### src/mmios_pkg.sv
// Package of offsets, bit positions and reset values for the motion module I/O image.
// Assumes a single 250 MHz clock shared with the backplane logic.
package mmios_pkg;
	// ----------------------------------------------------------------
	// Image words
	// ----------------------------------------------------------------
	localparam int MMIOS_WORD_W = 16;
	localparam int MMIOS_AXES = 32;
	localparam logic [1:0] MMIOS_OFS_STATUS = 2'h0;
	localparam logic [1:0] MMIOS_OFS_AXIS_LOW = 2'h1;
	localparam logic [1:0] MMIOS_OFS_AXIS_HIGH = 2'h2;
	localparam logic [1:0] MMIOS_OFS_COMMAND = 2'h3;
	// ----------------------------------------------------------------
	// Status word and command word bit positions
	// ----------------------------------------------------------------
	localparam int MMIOS_ST_STOP = 0;
	localparam int MMIOS_ST_ERROR = 1;
	localparam int MMIOS_ST_COMM = 2;
	localparam int MMIOS_ST_LINK = 14;
	localparam int MMIOS_ST_READY = 15;
	localparam int MMIOS_CMD_STOP = 0;
	// ----------------------------------------------------------------
	// Reset values
	// ----------------------------------------------------------------
	localparam logic [15:0] MMIOS_CMD_RESET = 16'h0001;
	localparam logic [15:0] MMIOS_STATUS_RESET = 16'h0001;
	localparam logic [15:0] MMIOS_ZERO_WORD = 16'h0000;
endpackage

### src/mmios_axis_ready.sv
// Per-axis ready flag tracker for the motion module I/O image.
// Assumes the connection inputs are synchronous to clk and reset is already synchronised.
`timescale 1ns/1ps
module mmios_axis_ready #(
	parameter int AXES = 32
) (
	input wire logic clk,
	input wire logic rst_n,
	input wire logic [AXES-1:0] axis_connected,
	input wire logic fieldbus_disconnect_command,
	output logic [AXES-1:0] axis_ready
);
	typedef struct packed {
		logic [AXES-1:0] held_off;
		logic [AXES-1:0] ready;
	} mmios_axis_state_t;

	mmios_axis_state_t state;
	mmios_axis_state_t next_state;

	// ----------------------------------------------------------------
	// Per-axis flag logic
	// ----------------------------------------------------------------
	// A disconnected axis stays off until its drive drops and reconnects.
	always_comb begin
		next_state = state;
		for (int i = 0; i < AXES; i++) begin
			if (fieldbus_disconnect_command) begin
				next_state.held_off[i] = 1'b1;
			end else if (!axis_connected[i]) begin
				next_state.held_off[i] = 1'b0;
			end
			next_state.ready[i] = axis_connected[i] & ~next_state.held_off[i];
		end
	end

	always_ff @(posedge clk or negedge rst_n) begin
		if (!rst_n) begin
			state <= '0;
		end else begin
			state <= next_state;
		end
	end

	assign axis_ready = state.ready;
endmodule

### src/mmios_io_bank.sv
// Top of the motion module I/O status bank: three input words to the host, one command word from it.
// Assumes host strobes and status inputs are synchronous to clk.
`timescale 1ns/1ps
module mmios_io_bank #(
	parameter int AXES = mmios_pkg::MMIOS_AXES
) (
	input wire logic clk,
	input wire logic rst_n,
	input wire logic [1:0] host_addr,
	input wire logic host_rd,
	input wire logic host_wr,
	input wire logic [15:0] host_wdata,
	output logic [15:0] host_rdata,
	output logic host_rdata_valid,
	input wire logic host_cpu_run,
	input wire logic cable_attached,
	input wire logic hw_fault,
	input wire logic module_recognised,
	input wire logic error_state,
	input wire logic comm_state,
	input wire logic [AXES-1:0] axis_connected,
	input wire logic fieldbus_disconnect_command,
	output logic module_running
);
	typedef struct packed {
		logic [15:0] host_command_word;
		logic running;
		logic [15:0] module_status_word;
		logic [15:0] rdata;
		logic rdata_valid;
	} mmios_state_t;

	mmios_state_t state;
	mmios_state_t next_state;
	logic rst_sync1;
	logic rst_sync2;
	logic [AXES-1:0] axis_ready;
	logic [31:0] axis_image;
	logic [15:0] next_command_word;
	logic next_running;
	logic [15:0] next_status_word;

	// ----------------------------------------------------------------
	// Reset release
	// ----------------------------------------------------------------
	always_ff @(posedge clk or negedge rst_n) begin
		if (!rst_n) begin
			rst_sync1 <= 1'b0;
			rst_sync2 <= 1'b0;
		end else begin
			rst_sync1 <= 1'b1;
			rst_sync2 <= rst_sync1;
		end
	end

	// ----------------------------------------------------------------
	// Axis flags
	// ----------------------------------------------------------------
	// Each axis flag is tracked on its own so that a disconnect can be held per axis.
	mmios_axis_ready #(
		.AXES(AXES)
	) u_axis_ready (
		.clk(clk),
		.rst_n(rst_sync2),
		.axis_connected(axis_connected),
		.fieldbus_disconnect_command(fieldbus_disconnect_command),
		.axis_ready(axis_ready)
	);

	// ----------------------------------------------------------------
	// Axis image
	// ----------------------------------------------------------------
	// Axis n sits at image bit n; bits past the configured axis count read as zero.
	for (genvar g = 0; g < 32; g++) begin : g_axis_image
		if (g < AXES) begin : g_used
			assign axis_image[g] = axis_ready[g];
		end else begin : g_unused
			assign axis_image[g] = 1'b0;
		end
	end

	// ----------------------------------------------------------------
	// Command word
	// ----------------------------------------------------------------
	// Only the command word takes host data; writes to the three input words are dropped.
	assign next_command_word = (host_wr && host_addr == mmios_pkg::MMIOS_OFS_COMMAND) ? host_wdata
		: state.host_command_word;

	// ----------------------------------------------------------------
	// Run state
	// ----------------------------------------------------------------
	// The module stops whenever the host CPU itself is not running, whatever the command says.
	assign next_running = host_cpu_run & ~next_command_word[mmios_pkg::MMIOS_CMD_STOP];

	// ----------------------------------------------------------------
	// Status word
	// ----------------------------------------------------------------
	// One branch per status bit; every bit without a function reads as zero.
	for (genvar b = 0; b < mmios_pkg::MMIOS_WORD_W; b++) begin : g_status_bit
		if (b == mmios_pkg::MMIOS_ST_STOP) begin : g_stop
			assign next_status_word[b] = ~next_running;
		end else if (b == mmios_pkg::MMIOS_ST_ERROR) begin : g_error
			assign next_status_word[b] = error_state;
		end else if (b == mmios_pkg::MMIOS_ST_COMM) begin : g_comm
			assign next_status_word[b] = comm_state;
		end else if (b == mmios_pkg::MMIOS_ST_LINK) begin : g_link
			assign next_status_word[b] = cable_attached;
		end else if (b == mmios_pkg::MMIOS_ST_READY) begin : g_ready
			assign next_status_word[b] = module_recognised & ~hw_fault;
		end else begin : g_unused
			assign next_status_word[b] = 1'b0;
		end
	end

	// ----------------------------------------------------------------
	// Read port
	// ----------------------------------------------------------------
	// A read answers one cycle later and the data then holds until the next read.
	always_comb begin
		next_state = state;
		next_state.host_command_word = next_command_word;
		next_state.running = next_running;
		next_state.module_status_word = next_status_word;
		next_state.rdata_valid = 1'b0;
		if (host_rd) begin
			next_state.rdata_valid = 1'b1;
			case (host_addr)
				mmios_pkg::MMIOS_OFS_STATUS: begin
					next_state.rdata = state.module_status_word;
				end
				mmios_pkg::MMIOS_OFS_AXIS_LOW: begin
					next_state.rdata = axis_image[15:0];
				end
				mmios_pkg::MMIOS_OFS_AXIS_HIGH: begin
					next_state.rdata = axis_image[31:16];
				end
				default: begin
					// The command word is write-only and reads back as zero.
					next_state.rdata = mmios_pkg::MMIOS_ZERO_WORD;
				end
			endcase
		end
	end

	// ----------------------------------------------------------------
	// State register
	// ----------------------------------------------------------------
	// After reset the module is stopped and the command word asks for stop.
	always_ff @(posedge clk or negedge rst_sync2) begin
		if (!rst_sync2) begin
			state.host_command_word <= mmios_pkg::MMIOS_CMD_RESET;
			state.running <= 1'b0;
			state.module_status_word <= mmios_pkg::MMIOS_STATUS_RESET;
			state.rdata <= mmios_pkg::MMIOS_ZERO_WORD;
			state.rdata_valid <= 1'b0;
		end else begin
			state <= next_state;
		end
	end

	// ----------------------------------------------------------------
	// Outputs
	// ----------------------------------------------------------------
	assign host_rdata = state.rdata;
	assign host_rdata_valid = state.rdata_valid;
	assign module_running = state.running;
endmodule

### config.mk
export PLATFORM = sky130hd
export DESIGN_NAME = mmios_io_bank
export DESIGN_NICKNAME = d
export VERILOG_FILES = /design/src/mmios_pkg.sv /design/src/mmios_axis_ready.sv /design/src/mmios_io_bank.sv
export SDC_FILE = /design/constraint.sdc
export NUM_CORES = 1
export LEC_CHECK = 0
export BUFFER_PORTS_ARGS = -buffer_cell sky130_fd_sc_hd__buf_2
export CAP_MARGIN = 20
export CORE_ASPECT_RATIO = 0.8
export CORE_MARGIN = 8
export CORE_UTILIZATION = 35
export DETAILED_ROUTE_END_ITERATION = 8
export GPL_TIMING_DRIVEN = 0
export MAX_ROUTING_LAYER = met4
export PLACE_DENSITY = 0.62
export SYNTH_ARGS = -nofsm -noshare
export SYNTH_HDL_FRONTEND = slang
export SYNTH_HIERARCHICAL = 1
export SYNTH_SLANG_ARGS = --single-unit
### constraint.sdc
create_clock -name clk -period 4.1 [get_ports clk]
set_clock_uncertainty 0.15 [all_clocks]
set_input_delay 0.205 -clock clk [delete_from_list [all_inputs] [get_ports clk]]
set_output_delay 0.205 -clock clk [all_outputs]
set_load 0.005 [all_outputs]
==> metrics <==
Tot Pwr 2080 uW; post-DR wirelength/cell 14.6 um; die span in y 110 um; number of remaining DRC errors 0; Avg Synthesized Cell Area 13.3 um^2; Ys Warns 6; maximum clock frequency 666 MHz; GP Congestion 0.768; global-route wire length before repair 13.6 mm; via count 2459; Total Wirelength 8.09 mm; Peak VDD IR 0.000262 V; Critical Path RT 4140 ps; pwr dens 405 mW/mm^2; total CTS buffers 9; period utilization 0.366; Chip Width 134 um; ratio of cells with drive above 1 in the final layout 0.423; Cells after DPL 498; TNS Setup 0 ps; Final HPWL DP 5.75 mm; pin count of the biggest net entering global routing 46; Placed Area 0.00441 mm^2; Final ANT Viol Nets 0; Core ar. 0.0108 mm^2; Multi-input gate area 0.00111 mm^2; CTS Sinks 90; 1st-pass router iterations 5; clock buffer depth 2; area delta synth->final 31.9%; Post-Layout Inst Area 0.00514 mm^2; Critical Path Start host_rd; fin crit period 1500 ps; sequential area share after synthesis 0.578; Hold WC Path Type in -> async; Startpoint Class primary input; Worst path max stage delay 520 ps; Initial Util 0.359; most common cell after layout, fill and taps aside dfrtp_1; critical path class in -> reg; Layout Cells excl Fill 555; Worst EP arrival 1540 ps; Post-Syn Nets 354; RR Startpoint rst_sync2; CTS tree yes; final setup vio count 0; Crit Path Max Fanout 10; Detailed Route Iter0 Violations 105; max_cap viols 0; Cells after Synth 293; RSZ-0062 raised after global routing false; Nets 467; filler cell count in the final layout 1007; die area 0.0148 mm^2; status finished, final reports clean; crit path buf inv count 4; max-slew violation count 0; CTS root buffer clkbuf_16; GRT Overall Usage 0.121; I/O Buffers 60; initial antenna violation count 0; CP dominant cell by count buf_2; vias in the first global route 2658; # H-tree levels 3; critical path's slowest cell dlygate4sd3_1; Antenna Cells 0; Worst path top cell family by delay buffers and inverters; Static Leak 0.00242 uW; Register Area 0.00226 mm^2; Synth cell types 21; worst rel slew slack 0.605; post-synthesis register bit count 90; vias per cell 4.43; Worst Setup End Kind register; post-cts resize count 0; num rows 34; Synth Cell Area 0.00390 mm^2; post-CTS setup buffers 0; CTS Hold Bufs 41; Clock Latency Late Sink 340 ps; worst-path cell chain dlygate4sd3_1 -> buf_2 -> buf_2 -> clkbuf_1 -> a31oi_1; CTS clk-pin slew, worst paths 60 ps; gr ovfl total 0; final hold violations 0; most frequent cells in the layout dfrtp_1 (87), buf_2 (64), buf_4 (53); num ports 79; Slew @ Worst Pin 593 ps
[synthesized netlist by cell type (all sizes together)]
library cell | count | area, um^2
nor2b | 3 | 18.8
inv | 5 | 18.8
a31oi | 11 | 68.8
nand2b | 1 | 6.26
nand3b | 22 | 165
dfrtp | 88 | 2200
conb | 1 | 3.75
nor3b | 32 | 380
dfstp | 2 | 52.6
buf | 65 | 508
clkbuf | 1 | 3.75
a21o | 32 | 240
nand4b | 5 | 43.8
nor2 | 11 | 41.3
mux2 | 2 | 30.0
and3 | 1 | 11.3
mux2i | 6 | 60.1
o221ai | 5 | 43.8
[final timing paths]
path	end	slack [ps]	depth (start not counted)
setup / recovery	host_rdata[13]	2600	5
hold / removal	rst_sync2	20	2
setup reg to reg	host_rdata[15]	2990	1
hold reg to reg	u_axis_ready/state[36]	190	0
max in group asynchronous	host_rdata[15]	2990	1
min in group clk	state[17]	70	3
[state kept, by name (all words and copies together), names as in the netlist]
name,cells
host_rdata_valid,1
u_axis_ready/axis_ready,32
rst_sync2,1
state,6
u_axis_ready/state,32
host_rdata,16
module_running,1
rst_sync1,1
[report_power, final]
group          leakage (uW)  switching, uW  internal [uW]
registers           0.00110           37.2            943
logic               0.00117           87.9            136
clock network      0.000149            326            551
[final cells by class]
cell class	count	share of cell area
Tap cell	144	0.0350
Buffer	66	0.0995
Clock buffer	12	0.0479
Multi-Input combinational cell	132	0.217
Inverter	5	0.00365
Timing Repair Buffer	102	0.144
Clock inverter	4	0.0146
Sequential cell	90	0.439
[per-stage QoR]
stage / utilization / worst slack, ps / hold WS [ps]
final: 0.474 / 2600 / 19.6
after global routing: 0.474 / 2500 / 37.2
after CTS: 0.474 / 2620 / 9.04
after detailed placement: 0.407 / 2800 / -158
after global placement: 0.404 / 276 / -160
after floorplan: - / 1260 / -241
[routing by layer]
layer,part of all wire,up-vias,GRT usage
met1,0.47,1208,0.152
met4,0.017,0,0.0471
met3,0.045,12,0.0389
met2,0.47,54,0.179
li1,-,1185,-
met5,0,-,-
[kinds of logic after synthesis]
| logic type | share of synthesized area |
|---|---|
| flops | 0.578 |
| simple gates | 0.171 |
| buf+inv | 0.136 |
| compound gates | 0.0905 |
| mux | 0.0231 |
| other cells | 0.000962 |
(Power assumes the default switching activity.)
